**src/design/adc_result_pkg.sv**
```systemverilog
// package: register offsets, widths and reset values of the adc result bank
package adc_result_pkg;
  localparam int  ADDR_W   = 8;
  localparam int  DATA_W   = 8;
  localparam int  RESULT_W = 16;

  localparam logic [ADDR_W-1:0] INPUT_CURRENT_RESULT_HIGH_ADDR  = 8'h17;
  localparam logic [ADDR_W-1:0] INPUT_CURRENT_RESULT_LOW_ADDR   = 8'h18;
  localparam logic [ADDR_W-1:0] CHARGE_CURRENT_RESULT_HIGH_ADDR = 8'h19;
  localparam logic [ADDR_W-1:0] CHARGE_CURRENT_RESULT_LOW_ADDR  = 8'h1A;
  localparam logic [ADDR_W-1:0] INPUT_VOLTAGE_RESULT_HIGH_ADDR  = 8'h1B;
  localparam logic [ADDR_W-1:0] INPUT_VOLTAGE_RESULT_LOW_ADDR   = 8'h1C;

  localparam logic [RESULT_W-1:0] RESULT_RESET   = 16'h0000;
  localparam logic [DATA_W-1:0]   READ_ZERO      = 8'h00;
  localparam logic [RESULT_W-1:0] CHARGE_MASK    = 16'h7FFF;
  localparam int                  HIGH_LSB       = 8;
  localparam int                  SIGN_BIT       = 15;

  typedef enum logic [1:0] {
    CONV_IDLE   = 2'b00,
    CONV_ACTIVE = 2'b01,
    CONV_DONE   = 2'b11
  } conv_state_t;
endpackage : adc_result_pkg

```
**src/design/result_word_reg.sv**
```systemverilog
// one 16-bit result holder with load mask and register reset
`timescale 1ns/1ps
module result_word_reg #(
  parameter logic [adc_result_pkg::RESULT_W-1:0] KEEP_MASK = 16'hFFFF
) (
  input  wire logic                                clk_in,
  input  wire logic                                reset_in,
  input  wire logic                                clear_in,
  input  wire logic                                load_in,
  input  wire logic [adc_result_pkg::RESULT_W-1:0] value_in,
  output logic      [adc_result_pkg::RESULT_W-1:0] word_out
);
  import adc_result_pkg::*;

  wire logic [RESULT_W-1:0] masked_value;
  assign masked_value = value_in & KEEP_MASK;

  always_ff @(posedge clk_in) begin
    if (reset_in || clear_in) begin
      word_out <= RESULT_RESET;
    end else if (load_in) begin
      word_out <= masked_value;
    end
  end
endmodule : result_word_reg

```
**src/design/adc_result_registers.sv**
```systemverilog
// read-only bank of adc measurement result registers
`timescale 1ns/1ps
module adc_result_registers (
  input  wire logic                                clk_in,
  input  wire logic                                reset_in,
  input  wire logic                                reg_reset_in,
  input  wire logic                                watchdog_expired_in,
  input  wire logic                                adc_enable_in,
  input  wire logic                                one_shot_in,
  input  wire logic                                conv_done_in,
  input  wire logic [adc_result_pkg::RESULT_W-1:0] input_current_sample_in,
  input  wire logic [adc_result_pkg::RESULT_W-1:0] charge_current_sample_in,
  input  wire logic [adc_result_pkg::RESULT_W-1:0] input_voltage_sample_in,
  input  wire logic                                read_in,
  input  wire logic                                write_in,
  input  wire logic [adc_result_pkg::ADDR_W-1:0]   addr_in,
  input  wire logic [adc_result_pkg::DATA_W-1:0]   wdata_in,
  output logic      [adc_result_pkg::DATA_W-1:0]   rdata_out,
  output logic                                     one_shot_busy_out
);
  import adc_result_pkg::*;

  localparam int                  RESULT_COUNT       = 3;
  localparam int                  INPUT_CURRENT_IDX  = 0;
  localparam int                  CHARGE_CURRENT_IDX = 1;
  localparam int                  INPUT_VOLTAGE_IDX  = 2;
  localparam logic [RESULT_W-1:0] FULL_MASK          = {RESULT_W{1'b1}};

  conv_state_t                                  state;
  conv_state_t                                  next_state;
  logic                                         load;
  wire logic [RESULT_COUNT-1:0][RESULT_W-1:0]   sample_word;
  wire logic [RESULT_COUNT-1:0][RESULT_W-1:0]   result_word;
  wire logic [DATA_W-1:0]                       input_current_result_high;
  wire logic [DATA_W-1:0]                       input_current_result_low;
  wire logic [DATA_W-1:0]                       charge_current_result_high;
  wire logic [DATA_W-1:0]                       charge_current_result_low;
  wire logic [DATA_W-1:0]                       input_voltage_result_high;
  wire logic [DATA_W-1:0]                       input_voltage_result_low;
  wire logic                                    sel_input_current_high;
  wire logic                                    sel_input_current_low;
  wire logic                                    sel_charge_current_high;
  wire logic                                    sel_charge_current_low;
  wire logic                                    sel_input_voltage_high;
  wire logic                                    sel_input_voltage_low;
  logic      [DATA_W-1:0]                       next_rdata;

  // sample taken only while enabled and in the active phase
  assign load = (state == CONV_ACTIVE) && adc_enable_in && conv_done_in;

  // converter sequencing: continuous keeps loading, one-shot loads once
  always_comb begin
    next_state = state;
    case (state)
      CONV_IDLE: begin
        if (adc_enable_in) begin
          next_state = CONV_ACTIVE;
        end
      end
      CONV_ACTIVE: begin
        if (!adc_enable_in) begin
          next_state = CONV_IDLE;
        end else if (conv_done_in && one_shot_in) begin
          next_state = CONV_DONE;
        end
      end
      CONV_DONE: begin
        if (!adc_enable_in) begin
          next_state = CONV_IDLE;
        end else if (!one_shot_in) begin
          next_state = CONV_ACTIVE;
        end
      end
      default: begin
        next_state = CONV_IDLE;
      end
    endcase
  end

  always_ff @(posedge clk_in) begin
    if (reset_in || reg_reset_in) begin
      state <= CONV_IDLE;
    end else begin
      state <= next_state;
    end
  end

  assign one_shot_busy_out = (state == CONV_ACTIVE) && one_shot_in;

  // sample words arrive already signed: into the pin positive, out negative
  assign sample_word[INPUT_CURRENT_IDX]  = input_current_sample_in;
  assign sample_word[CHARGE_CURRENT_IDX] = charge_current_sample_in;
  assign sample_word[INPUT_VOLTAGE_IDX]  = input_voltage_sample_in;

  // one holder per measured quantity; charge current drops its top bit
  generate
    for (genvar idx = 0; idx < RESULT_COUNT; idx++) begin : g_result
      localparam logic [RESULT_W-1:0] KEEP =
        (idx == CHARGE_CURRENT_IDX) ? CHARGE_MASK : FULL_MASK;
      result_word_reg #(
        .KEEP_MASK (KEEP)
      ) u_result (
        .clk_in   (clk_in),
        .reset_in (reset_in),
        .clear_in (reg_reset_in),
        .load_in  (load),
        .value_in (sample_word[idx]),
        .word_out (result_word[idx])
      );
    end
  endgenerate

  // byte views: high byte at the lower address, low byte at the next
  assign input_current_result_high  = result_word[INPUT_CURRENT_IDX][RESULT_W-1:HIGH_LSB];
  assign input_current_result_low   = result_word[INPUT_CURRENT_IDX][HIGH_LSB-1:0];
  assign charge_current_result_high = result_word[CHARGE_CURRENT_IDX][RESULT_W-1:HIGH_LSB];
  assign charge_current_result_low  = result_word[CHARGE_CURRENT_IDX][HIGH_LSB-1:0];
  assign input_voltage_result_high  = result_word[INPUT_VOLTAGE_IDX][RESULT_W-1:HIGH_LSB];
  assign input_voltage_result_low   = result_word[INPUT_VOLTAGE_IDX][HIGH_LSB-1:0];

  // address match per register
  assign sel_input_current_high  = (addr_in == INPUT_CURRENT_RESULT_HIGH_ADDR);
  assign sel_input_current_low   = (addr_in == INPUT_CURRENT_RESULT_LOW_ADDR);
  assign sel_charge_current_high = (addr_in == CHARGE_CURRENT_RESULT_HIGH_ADDR);
  assign sel_charge_current_low  = (addr_in == CHARGE_CURRENT_RESULT_LOW_ADDR);
  assign sel_input_voltage_high  = (addr_in == INPUT_VOLTAGE_RESULT_HIGH_ADDR);
  assign sel_input_voltage_low   = (addr_in == INPUT_VOLTAGE_RESULT_LOW_ADDR);

  // unmapped addresses match nothing and read zero
  // writes and watchdog have no path into the results
  assign next_rdata = ({DATA_W{sel_input_current_high}}  & input_current_result_high)
                    | ({DATA_W{sel_input_current_low}}   & input_current_result_low)
                    | ({DATA_W{sel_charge_current_high}} & charge_current_result_high)
                    | ({DATA_W{sel_charge_current_low}}  & charge_current_result_low)
                    | ({DATA_W{sel_input_voltage_high}}  & input_voltage_result_high)
                    | ({DATA_W{sel_input_voltage_low}}   & input_voltage_result_low);

  always_ff @(posedge clk_in) begin
    if (reset_in) begin
      rdata_out <= READ_ZERO;
    end else if (read_in) begin
      rdata_out <= next_rdata;
    end
  end
endmodule : adc_result_registers

```
**config.mk**
```make
export PLATFORM = sky130hd
export DESIGN_NAME = adc_result_registers
export DESIGN_NICKNAME = d
export VERILOG_FILES = /design/src/design/adc_result_pkg.sv /design/src/design/result_word_reg.sv /design/src/design/adc_result_registers.sv
export SDC_FILE = /design/constraint.sdc
export NUM_CORES = 1
export LEC_CHECK = 0
export ABC_AREA = 1
export BUFFER_PORTS_ARGS = -buffer_cell sky130_fd_sc_hd__buf_2
export CORE_MARGIN = 1
export CORE_UTILIZATION = 45
export CTS_CLUSTER_DIAMETER = 120
export DETAILED_ROUTE_END_ITERATION = 8
export PLACE_DENSITY_LB_ADDON = 0.25
export SLEW_MARGIN = 20
export SYNTH_ARGS = -nofsm -noshare
export SYNTH_HDL_FRONTEND = slang
export SYNTH_SLANG_ARGS = --single-unit
```
**constraint.sdc**
```tcl
create_clock -name clk_in -period 1.4 [get_ports clk_in]
set_input_delay 0.21 -clock clk_in [delete_from_list [all_inputs] [get_ports clk_in]]
set_output_delay 0.21 -clock clk_in [all_outputs]
set_load 0.005 [all_outputs]
```
# Yosys cells after proc, flatten, opt, wreduce, memory -nomap -nowiden
# Index checks and enable logic that the tools add are counted.
dict set report op_classes {
  eq_ne 11
  n_mux 6
  n_bitwise 11
  reduce_logical 7
}
# cell count
set ops {}
lappend ops {{$eq 8x5->1 const B} 6}
lappend ops {{$and 8x8->8} 5}
lappend ops {{$or 8x8->8} 5}
lappend ops {{$mux 2} 5}
lappend ops {{$and 8x7->8} 1}
lappend ops {{$pmux 2 s3} 1}
lappend ops {{$logic_and 1x1->1} 4}
lappend ops {{$ne 3x2->1 const B} 1}
lappend ops {{$ne 3x3->1 const B} 1}
lappend ops {{$reduce_and 3->1} 1}
lappend ops {{$eq 2x1->1 const B} 1}
lappend ops {{$eq 2x2->1 const B} 1}
lappend ops {{$logic_not 2->1} 1}
lappend ops {{$ne 2x2->1 const B} 1}
lappend ops {{$logic_or 1x1->1} 1}
dict set report word_totals {
  register_bits 57
  output_inout_bits 9
  elab_cells 40
}

# Logic depth before layout (Yosys ltp)
# Gate-level depths: netlist of run 1.
dict set report logic_depth {
  depth_word 7
  mapped_depth 8
  depth_no_buf 7
}

# Modules after synthesis
# A second synthesis of run 1 with hierarchy kept.
dict set report hier_totals {
  hier_cells 465
  area_unflattened_um2 3034.2
}
# mod instances cells_each area_each_um2 seq_area_each_um2
set modules_own_cells {}
lappend modules_own_cells {{result_word_reg (g_result[0].u_result ...)} 2 101 693.2 320.3}
lappend modules_own_cells {adc_result_registers 1 166 987.2 200.2}
lappend modules_own_cells {{result_word_reg (g_result[1].u_result)} 1 97 660.6 300.3}

# Worst setup path after synthesis of run 1
# OpenSTA, ideal clock, no wires.
dict set report synth_timing {
  path_type {reg-to-reg}
  start {reg state[0]}
  end {reg g_result[0].u_result.word_out[10] (netlist bit)}
  setup_time_ps 132
  arrival_ps 936
  required_ps 1268
  setup_slack_ps 331
  stages_incl_launch_ff 7
  path_buffers 1
  period_less_slack_ps 1069
  path_cell_list {dfxtp_1 -> inv_2 -> nor2_2 -> nand3_4 -> clkbuf_1 -> nand2_1 -> a21oi_1}
}
dict set report synth_via {
  elab_chain_len 3
}
# element line
set synth_lines {}
lappend synth_lines {{start, declared} adc_result_registers.sv:29} ;# conv_state_t state;
lappend synth_lines {{start signal, assigned} adc_result_registers.sv:84} ;# state <= next_state;
lappend synth_lines {{$eq 2x1->1} adc_result_registers.sv:49} ;# assign load = (state == CONV_ACTIVE) && adc_enable_in && conv_done_in;
lappend synth_lines {{$logic_and 1x1->1 (2 in a row)} adc_result_registers.sv:49}
lappend synth_lines {{end signal, assigned} result_word_reg.sv:22} ;# word_out <= masked_value;
lappend synth_lines {{end, declared} result_word_reg.sv:11} ;# output logic [adc_result_pkg::RESULT_W-1:0] word_out
# Every way passes these cells.
# A chain may end at the register's enable or synchronous reset.

# Final worst setup path of run 1
dict set report layout_timing {
  start {reg state[0]}
  end {reg g_result[0].u_result.word_out[13] (netlist bit)}
}
# Same word-level chain as after synthesis.

==> flow_summary_export.csv, run 1 <==
group,metric,value,unit
outcome,status,"finished clean",
global_route,grt_first_pass_wirelength,10.5,mm
synth,yosysTopAreaCellShare,0.453,
critical_path,worstSetupEndpointType,"flop",
critical_path,critPathArrivalTime,1520,ps
synth,synth_top_family_by_area,"simple AND/OR/NAND/NOR gates",
place,placed_area,2950,um^2
timing,finalCritPeriodShare,0.895,
clocking,htreeDepth,3,
synth,yosysTopAreaCell,"dfxtp_1",
clocking,cts_tree,"done",
clocking,clockRootBuffer,"clkbuf_8",
detailed_routing,drt_iter0_drc,181,
place,post-dp-hpwl,4.22,mm
global_route,grt_max_degree,50,
floorplanning,row_count,26,
cells_and_area,area_growth_syn_to_layout,23.2,%
cells_and_area,nNetsFinal,501,
critical_path,reg2reg_setup_slack,150,ps
critical_path,crit_path_max_fanout,40,
timing,fmax,798,MHz
power_and_ir_drop,irDropWorstVdd,0.537,mV
timing,clock_skew,5.94,ps
timing,hold_viol_final,0,
synth,synthAdderAreaFrac,0,
timing,report.final.slew_viol_count,0,
global_route,grt_pass1_vias,2332,
clocking,cts_num_sinks,57,
critical_path,worstSetupPathType,"flop to flop",
clocking,cts.path.max_buffers,2,
detailed_routing,firstDrtPassIters,4,
detailed_routing,wl,6.01,mm
global_route,grt_overflow,0,
timing,rsz0062_at_grt,"false",
synth,synth_cell_type_count,19,
floorplanning,coreArea,5240,um^2
synth,syn_area_per_cell,7.03,um^2
place,place_congestion,0.868,
critical_path,critPathRequiredTime,1660,ps
power_and_ir_drop,power.total,3150,uW
critical_path,r2r_cells,7,
timing,fin_crit,1250,ps
cells_and_area,fin_area,3100,um^2
flow_run,max_cap_violations,0,
timing,worst_pin_slew,360,ps
detailed_routing,wl_per_cell,12.0,um
synth,ys_seq_area_frac,0.453,
synth,synth.cell_area,2520,um^2
floorplanning,io_pins,82,
global_route,track_usage,0.226,
clocking,cts_inserted_buffers,9,
power_and_ir_drop,seqPwrFrac,0.525,
power_and_ir_drop,p_clk_frac,0.396,
synth,synth_mux_area_frac,0,
power_and_ir_drop,p_switching,736,uW
timing,setup_violations,0,
global_route,antenna_found_initial,0,
detailed_routing,routed-via-count,2457,
synth,synth_fp_nets,431,
synth,netlist_top_cells_area,"dfxtp_1, nand2_1, a21oi_1",
hold_path,worstHoldPathType,"input port to flop",
floorplanning,die_y,76.8,um
clocking,post_cts_buffers,0,
synth,syn_inst,358,
synth,synth-xor-area-share,0,
synth,yosys.area_share.simple,0.331,
synth,ys_seq_elements,57,
floorplanning,fp.dieW,76.8,um
timing,whs,119,ps
synth,synth-compound-area-share,0.139,
timing,slew_headroom,0.760,
detailed_routing,remaining_drc_errors,0,
power_and_ir_drop,leakagePower,0.00127,uW
power_and_ir_drop,power_density,1020,nW/um^2
clocking,ctsResizeCount,0,
power_and_ir_drop,power_frac_comb,0.079,
cells_and_area,diodes,0,
clocking,clk_pin_slew_worst_paths,60,ps
cells_and_area,n_fill_cell,516,
power_and_ir_drop,power_report.internal_total,2410,uW
place,numPortBuffers,70,
detailed_routing,vias_per_cell,4.91,
floorplanning,die_area,5900,um^2
cells_and_area,drive_above_1_share,0.237,
critical_path,critPathLaunchType,"flop",
floorplanning,initial_utilization,0.481,
clocking,clock_latency,330,ps
hold_path,hold-path-cell-count,3,
clocking,holdBufCountCts,0,
power_and_ir_drop,swShare,0.234,
timing,setup_tns,0,ps
synth,yosys_warnings,0,
detailed_routing,ant_nets,0,
routing by layer:
metal,vias up,routed length [um],track usage
met5,-,0,0
li1,1307,-,-
met1,1069,2930,0.296
met2,70,2650,0.343
met3,11,293,0.0595
met4,0,128,0.106
power by group through the flow:
| stage | clock [uW] | combinational, uW | sequential [uW] |
|---|---|---|---|
| final | 1250 | 249 | 1650 |
| after global routing | 1350 | 281 | 1650 |
| after CTS | 1270 | 249 | 1650 |
| after detailed placement | 0 | 248 | 1690 |
| after global placement | 0 | 243 | 1690 |
| after floorplan | 0 | 112 | 1690 |
worst max-delay path, cell delays in order, from the launching register on:
cell and delay, ps:
dfxtp_1 370, inv_2 50, nor2_2 120, nand3_4 110
inv_2 80, buf_12 180, nand2_1 110, a21oi_1 130
path summary, 6_finish.rpt:
path	from	endpoint
worst max-delay path	state[0]$_SDFFE_PP0P_	g_result[0].u_result.word_out[13]$_SDFFE_PP0P_
worst min-delay path	input_current_sample_in[10]	g_result[0].u_result.word_out[10]$_SDFFE_PP0P_
worst max register to register	state[0]$_SDFFE_PP0P_	g_result[0].u_result.word_out[13]$_SDFFE_PP0P_
worst min register to register	g_result[2].u_result.word_out[5]$_SDFFE_PP0P_	g_result[2].u_result.word_out[5]$_SDFFE_PP0P_
through the flow:
step                       util  std cells  setup slack, ps
after floorplan               -        358              331
after global placement    0.563        487              123
after detailed placement  0.563        487              102
after CTS                 0.592        500              151
after global routing      0.592        500             27.9
final                     0.592        500              147
logic make-up after synthesis:
group | after synthesis
flip-flops | 57
AO/OA/AOI/OAI | 65
buffers and inverters | 39
AND/OR/NAND/NOR | 197
cell type report:
type	instances	area, um^2	area share
timing repair buffer	79	468	0.151
inverter	19	71.3	0.0230
multi-input combinational	262	1180	0.381
sequential	57	1140	0.368
clock inverter	1	5.00	0.00161
clock buffer	12	145	0.0468
tap	70	87.6	0.0282
flip-flops by register name, indices dropped and copies added (netlist names):
name / flops
rdata_out: 8
state: 2
g_result.u_result.word_out: 47
cells in the mapped netlist:
library cell / instances
buf_6: 4
a211oi_1: 8
clkbuf_1: 8
nor2_2: 7
buf_2: 5
or2_1: 1
a21oi_1: 48
o21ai_0: 8
nand2_1: 115
dfxtp_1: 57
nor2_1: 31
buf_4: 3
inv_1: 17
nand3_4: 1
inv_2: 2
o2111ai_1: 1
nand2_2: 1
nor2_4: 1
nand3_1: 40
cells in the final DEF (no fill, tap or decap):
master	netlist	routed
nor2_2	7	7
a211oi_1	8	8
buf_2	5	70
nand2_2	1	1
o2111ai_1	1	1
nor2_1	31	31
dfxtp_1	57	57
nand3_4	1	1
clkbuf_8	0	10
clkinv_2	0	1
nor2_4	1	1
inv_2	2	2
or2_1	1	1
clkbuf_1	8	2
nand3_1	40	40
o21ai_0	8	8
buf_4	3	5
inv_1	17	17
nand2_1	115	115
buf_12	0	4
a21oi_1	48	48
No activity file was read; power rests on OpenSTA's default activity.
==> run 2: changes to the inputs <==
- CORE_UTILIZATION: 45 -> 50
==> run 2 against run 1 <==
Against the previous run:
- fmax up 6.1%
- combinational power down 2%
- non-clock buffer count down 1
==> flow_summary_export.csv, run 2 (same netlist as run 1, synthesis figures left out) <==
group,metric,value,unit
timing,setup_violations,0,
power_and_ir_drop,irDropWorstVdd,0.749,mV
timing,fin_crit,1180,ps
clocking,clock_latency,340,ps
hold_path,worstHoldPathType,"input port to flop",
detailed_routing,ant_nets,0,
timing,layout_setup_ws,219,ps
floorplanning,coreArea,4790,um^2
critical_path,worstSetupPathType,"flop to flop",
clocking,post_cts_buffers,0,
detailed_routing,remaining_drc_errors,0,
global_route,grt_first_pass_wirelength,10.1,mm
floorplanning,fp.dieW,73.0,um
timing,hold_viol_final,0,
detailed_routing,firstDrtPassIters,4,
critical_path,crit_start,"state[0]$_SDFFE_PP0P_",
clocking,cts_num_sinks,57,
clocking,cts.path.max_buffers,2,
clocking,ctsResizeCount,0,
timing,setup_tns,0,ps
critical_path,crit_path_max_fanout,40,
cells_and_area,final_util,0.645,
floorplanning,die_y,73.0,um
clocking,htreeDepth,3,
power_and_ir_drop,leakagePower,0.00127,uW
clocking,clockRootBuffer,"clkbuf_8",
place,post-dp-hpwl,4.31,mm
cells_and_area,reg_top3,"g_result.u_result.word_out: 47 flops, rdata_out: 8 flops, state: 2 flops",
cells_and_area,nNetsFinal,500,
cells_and_area,fin_area,3090,um^2
place,placed_area,2910,um^2
detailed_routing,wl,6.05,mm
place,place_ws,117,ps
clocking,cts_inserted_buffers,9,
cells_and_area,diodes,0,
timing,finalCritPeriodShare,0.844,
global_route,antenna_found_initial,0,
cells_and_area,largest-register,"g_result.u_result.word_out",
critical_path,critPathLaunchType,"flop",
global_route,track_usage,0.252,
floorplanning,row_count,25,
detailed_routing,vias_per_cell,4.93,
cells_and_area,final_cell_mix,"nand2_1, buf_2, dfxtp_1, a21oi_1, nand3_1",
floorplanning,io_pins,82,
place,dpl.cell_count,483,
detailed_routing,routed-via-count,2462,
global_route,grt_pass1_vias,2245,
detailed_routing,drt_iter0_drc,211,
clocking,cts_tree,"done",
cells_and_area,largest_reg_flops,47,
critical_path,r2r-start,"state[0]$_SDFFE_PP0P_",
place,numPortBuffers,70,
timing,report.final.slew_viol_count,0,
place,place_congestion,0.866,
global_route,grt_overflow,0,
floorplanning,initial_utilization,0.526,
hold_path,hold_start,"input_voltage_sample_in[7]",
timing,slew_headroom,0.749,
timing,clock_skew,6.80,ps
timing,fmax,847,MHz
critical_path,critPathRequiredTime,1670,ps
clocking,holdBufCountCts,0,
cells_and_area,final_cells,499,
outcome,status,"finished clean",
clocking,clk_pin_slew_worst_paths,60,ps
floorplanning,die_area,5320,um^2
power_and_ir_drop,power_density,1060,nW/um^2
cells_and_area,drive_above_1_share,0.241,
global_route,grt_max_degree,41,
flow_run,max_cap_violations,0,
cells_and_area,layout_commonest_cell,"nand2_1",
cells_and_area,area_growth_syn_to_layout,22.7,%
critical_path,worstSetupEndpointType,"flop",
timing,worst_pin_slew,376,ps
detailed_routing,wl_per_cell,12.1,um
critical_path,critPathArrivalTime,1450,ps
timing,rsz0062_at_grt,"false",
==> run 2: cell count changes in the layout (fill, tap and decap cells not counted) <==
cell,delta
clkbuf_8,+1
buf_4,+1
buf_12,-2
clkinv_2,+2
==> run 2: final timing paths <==
| path | end | slack (ps) | depth (start not counted) |
|---|---|---|---|
| max reg2reg | g_result[1].u_result.word_out[7]$_SDFFE_PP0P_ | 220 | 7 |
| max | g_result[1].u_result.word_out[7]$_SDFFE_PP0P_ | 220 | 7 |
| min | g_result[2].u_result.word_out[7]$_SDFFE_PP0P_ | 110 | 3 |
| min reg2reg | g_result[2].u_result.word_out[8]$_SDFFE_PP0P_ | 470 | 2 |
==> run 2: critical path: stages (launching register included) <==
cell     delay [ps]
dfxtp_1         360
inv_2            50
nor2_2          110
nand3_4          90
inv_2            80
buf_12          180
nand2_1         100
a21oi_1         140
==> run 2: power by group <==
group,switching [uW],total (uW),internal (uW)
clock network,633,1360,730
registers,11.0,1650,1640
logic,136,243,107
total,780,3260,2480
==> run 2: final cells by class <==
class                   count  area, um^2
multi-input cells         262        1180
fillers                   474        1700
repair buffers             78         435
well taps                  67        83.8
clock buffers              13         159
clock inverters             3        15.0
flip-flops and latches     57        1140
inverters                  19        71.3
==> run 2: metal layers <==
metal | global-route usage | up-vias | share of wire
li1 | - | 1306 | -
met1 | 0.324 | 1067 | 0.46
met2 | 0.407 | 77 | 0.47
met3 | 0.0442 | 12 | 0.051
met4 | 0.129 | 0 | 0.020
met5 | 0 | - | 0
==> run 2: per-stage QoR <==
stage,hold WS (ps),total power [uW]
final,110,3260
after global routing,120,3350
after CTS,111,3260
after detailed placement,456,1930
after global placement,453,1920
after floorplan,329,1800
==> run 3: changes to the inputs <==
- CORE_UTILIZATION: 50 -> 45
- clock period: 1.4 -> 1 ns (I/O delays scaled with it)
==> run 3 against run 2 <==
Against the previous run:
- the run now ends with setup timing left
- first-iteration DRC count is 21% lower
- sequential power rose by 40%
- non-clock buffer count grew 12
- power is 48% higher
- global-route usage is 1.9 points lower
- sequential share of layout area fell by 3.1 points
- die area rose by 11%
- clock-buffer cell count decreased by 1
- critical path type is now flop to output port
- largest power group unchanged
- highest routed layer unchanged
==> flow_summary_export.csv, run 3 (same netlist as run 1, synthesis figures left out) <==
group,metric,value,unit
outcome,status,"finished, violations left",
outcome,violations,"setup timing",
clocking,cts_inserted_buffers,9,
timing,report.final.slew_viol_count,0,
power_and_ir_drop,p_clk_frac,0.441,
timing,finalCritPeriodShare,1.16,
place,post-dp-hpwl,4.52,mm
place,dpl.cell_count,495,
cells_and_area,nNetsFinal,512,
clocking,clockRootBuffer,"clkbuf_8",
global_route,grt_max_degree,50,
critical_path,r2r-start,"state[0]$_SDFFE_PP0P_",
power_and_ir_drop,power_density,1430,nW/um^2
timing,clock_skew,5.73,ps
critical_path,crit_start,"state[0]$_SDFFE_PP0P_",
detailed_routing,wl_per_cell,12.9,um
critical_path,worstSetupPathType,"flop to output port",
timing,setup_tns,-5220,ps
timing,whs,50.4,ps
cells_and_area,final_cell_mix,"nand2_1, buf_2, dfxtp_1, nand3_1, a21oi_1",
critical_path,critPathLaunchType,"flop",
global_route,track_usage,0.233,
cells_and_area,diodes,0,
hold_path,hold_start,"charge_current_sample_in[1]",
cells_and_area,layout_commonest_cell,"nand2_1",
detailed_routing,vias_per_cell,5.02,
timing,setup_violations,48,
global_route,grt_first_pass_wirelength,10.6,mm
timing,worst_pin_slew,271,ps
place,numPortBuffers,70,
critical_path,reg2reg_setup_slack,-150,ps
timing,hold_viol_final,0,
floorplanning,initial_utilization,0.481,
cells_and_area,area_growth_syn_to_layout,34.1,%
detailed_routing,drt_iter0_drc,167,
critical_path,critPathArrivalTime,1010,ps
detailed_routing,routed-via-count,2574,
detailed_routing,remaining_drc_errors,0,
timing,slew_headroom,0.819,
cells_and_area,reg_top3,"g_result.u_result.word_out: 47 flops, rdata_out: 8 flops, state: 2 flops",
timing,layout_setup_ws,-164,ps
clocking,clk_pin_slew_worst_paths,60,ps
floorplanning,fp.dieW,76.8,um
floorplanning,row_count,26,
flow_run,max_cap_violations,0,
global_route,grt_overflow,0,
place,place_congestion,0.847,
detailed_routing,wl,6.60,mm
clocking,cts.path.max_buffers,2,
power_and_ir_drop,leakagePower,0.00139,uW
hold_path,worstHoldPathType,"input port to flop",
global_route,grt_pass1_vias,2312,
floorplanning,coreArea,5240,um^2
detailed_routing,ant_nets,0,
cells_and_area,largest_reg_flops,47,
detailed_routing,firstDrtPassIters,5,
power_and_ir_drop,p_switching,1090,uW
timing,fmax,859,MHz
critical_path,worstSetupEndpointType,"output port",
clocking,cts_tree,"done",
power_and_ir_drop,power_frac_comb,0.081,
power_and_ir_drop,irDropWorstVdd,0.857,mV
power_and_ir_drop,seqPwrFrac,0.479,
floorplanning,io_pins,82,
floorplanning,die_area,5900,um^2
clocking,holdBufCountCts,0,
critical_path,crit_path_max_fanout,2,
power_and_ir_drop,swShare,0.226,
timing,fin_crit,1160,ps
cells_and_area,drive_above_1_share,0.321,
floorplanning,die_y,76.8,um
cells_and_area,largest-register,"g_result.u_result.word_out",
clocking,clock_latency,340,ps
power_and_ir_drop,power_report.internal_total,3740,uW
cells_and_area,final_cells,513,
critical_path,critPathRequiredTime,850,ps
timing,rsz0062_at_grt,"true",
clocking,htreeDepth,3,
global_route,antenna_found_initial,0,
clocking,cts_num_sinks,57,
==> run 3: power by group through the flow <==
stage / clock network [uW] / logic [uW] / registers [uW]
final: 2130 / 390 / 2310
after detailed placement: 0 / 358 / 2360
after global routing: 2290 / 431 / 2310
after CTS: 2160 / 373 / 2310
after floorplan: 0 / 166 / 2360
after global placement: 0 / 352 / 2360
==> run 3: final cells by class <==
cell class | instances | area, um^2
Inverter | 19 | 76.3
Tap cell | 70 | 87.6
Clock buffer | 12 | 155
Multi-Input combinational cell | 262 | 1290
Fill cell | 481 | 1860
Clock inverter | 3 | 40.0
Timing Repair Buffer | 90 | 581
Sequential cell | 57 | 1140
==> run 3: per-stage QoR <==
step	power, uW	utilization	worst slack (ps)	instance area [um^2]
2_1_floorplan	2530	-	-24.8	2590
3_3_place_gp	2710	0.578	-106	3030
3_5_place_dp	2720	0.578	-135	3030
4_1_cts	4850	0.627	-190	3280
5_1_grt	5040	0.645	-217	3380
6_report	4830	0.645	-164	3380
==> run 3: timing repair <==
item / in CTS / in global routing
gates cloned: 0 / 1
setup endpoints to repair: 48 / 48
buffers inserted: 1 / 1
endpoints found under the hold margin: 0 / 0
resized for setup: 15 / 16
pin swaps: 3 / 3
==> run 3: layer usage <==
metal,vias up,GRT usage,part of all wire
met1,1170,0.299,0.45
met3,10,0.0667,0.057
met5,-,0,0
met2,74,0.363,0.48
li1,1320,-,-
met4,0,0.0942,0.013
==> run 3: final timing paths <==
path | depth (start not counted) | to
worst max register to register | 7 | g_result[2].u_result.word_out[11]$_SDFFE_PP0P_
worst max-delay path | 4 | one_shot_busy_out
worst min register to register | 2 | g_result[1].u_result.word_out[11]$_SDFFE_PP0P_
worst min-delay path | 3 | g_result[1].u_result.word_out[1]$_SDFFE_PP0P_
==> run 3: worst max-delay path, stage by stage (launching register included) <==
cell and delay (ps):
dfxtp_2 350, buf_6 100, nand2_4 50, nor2_4 80, buf_6 100
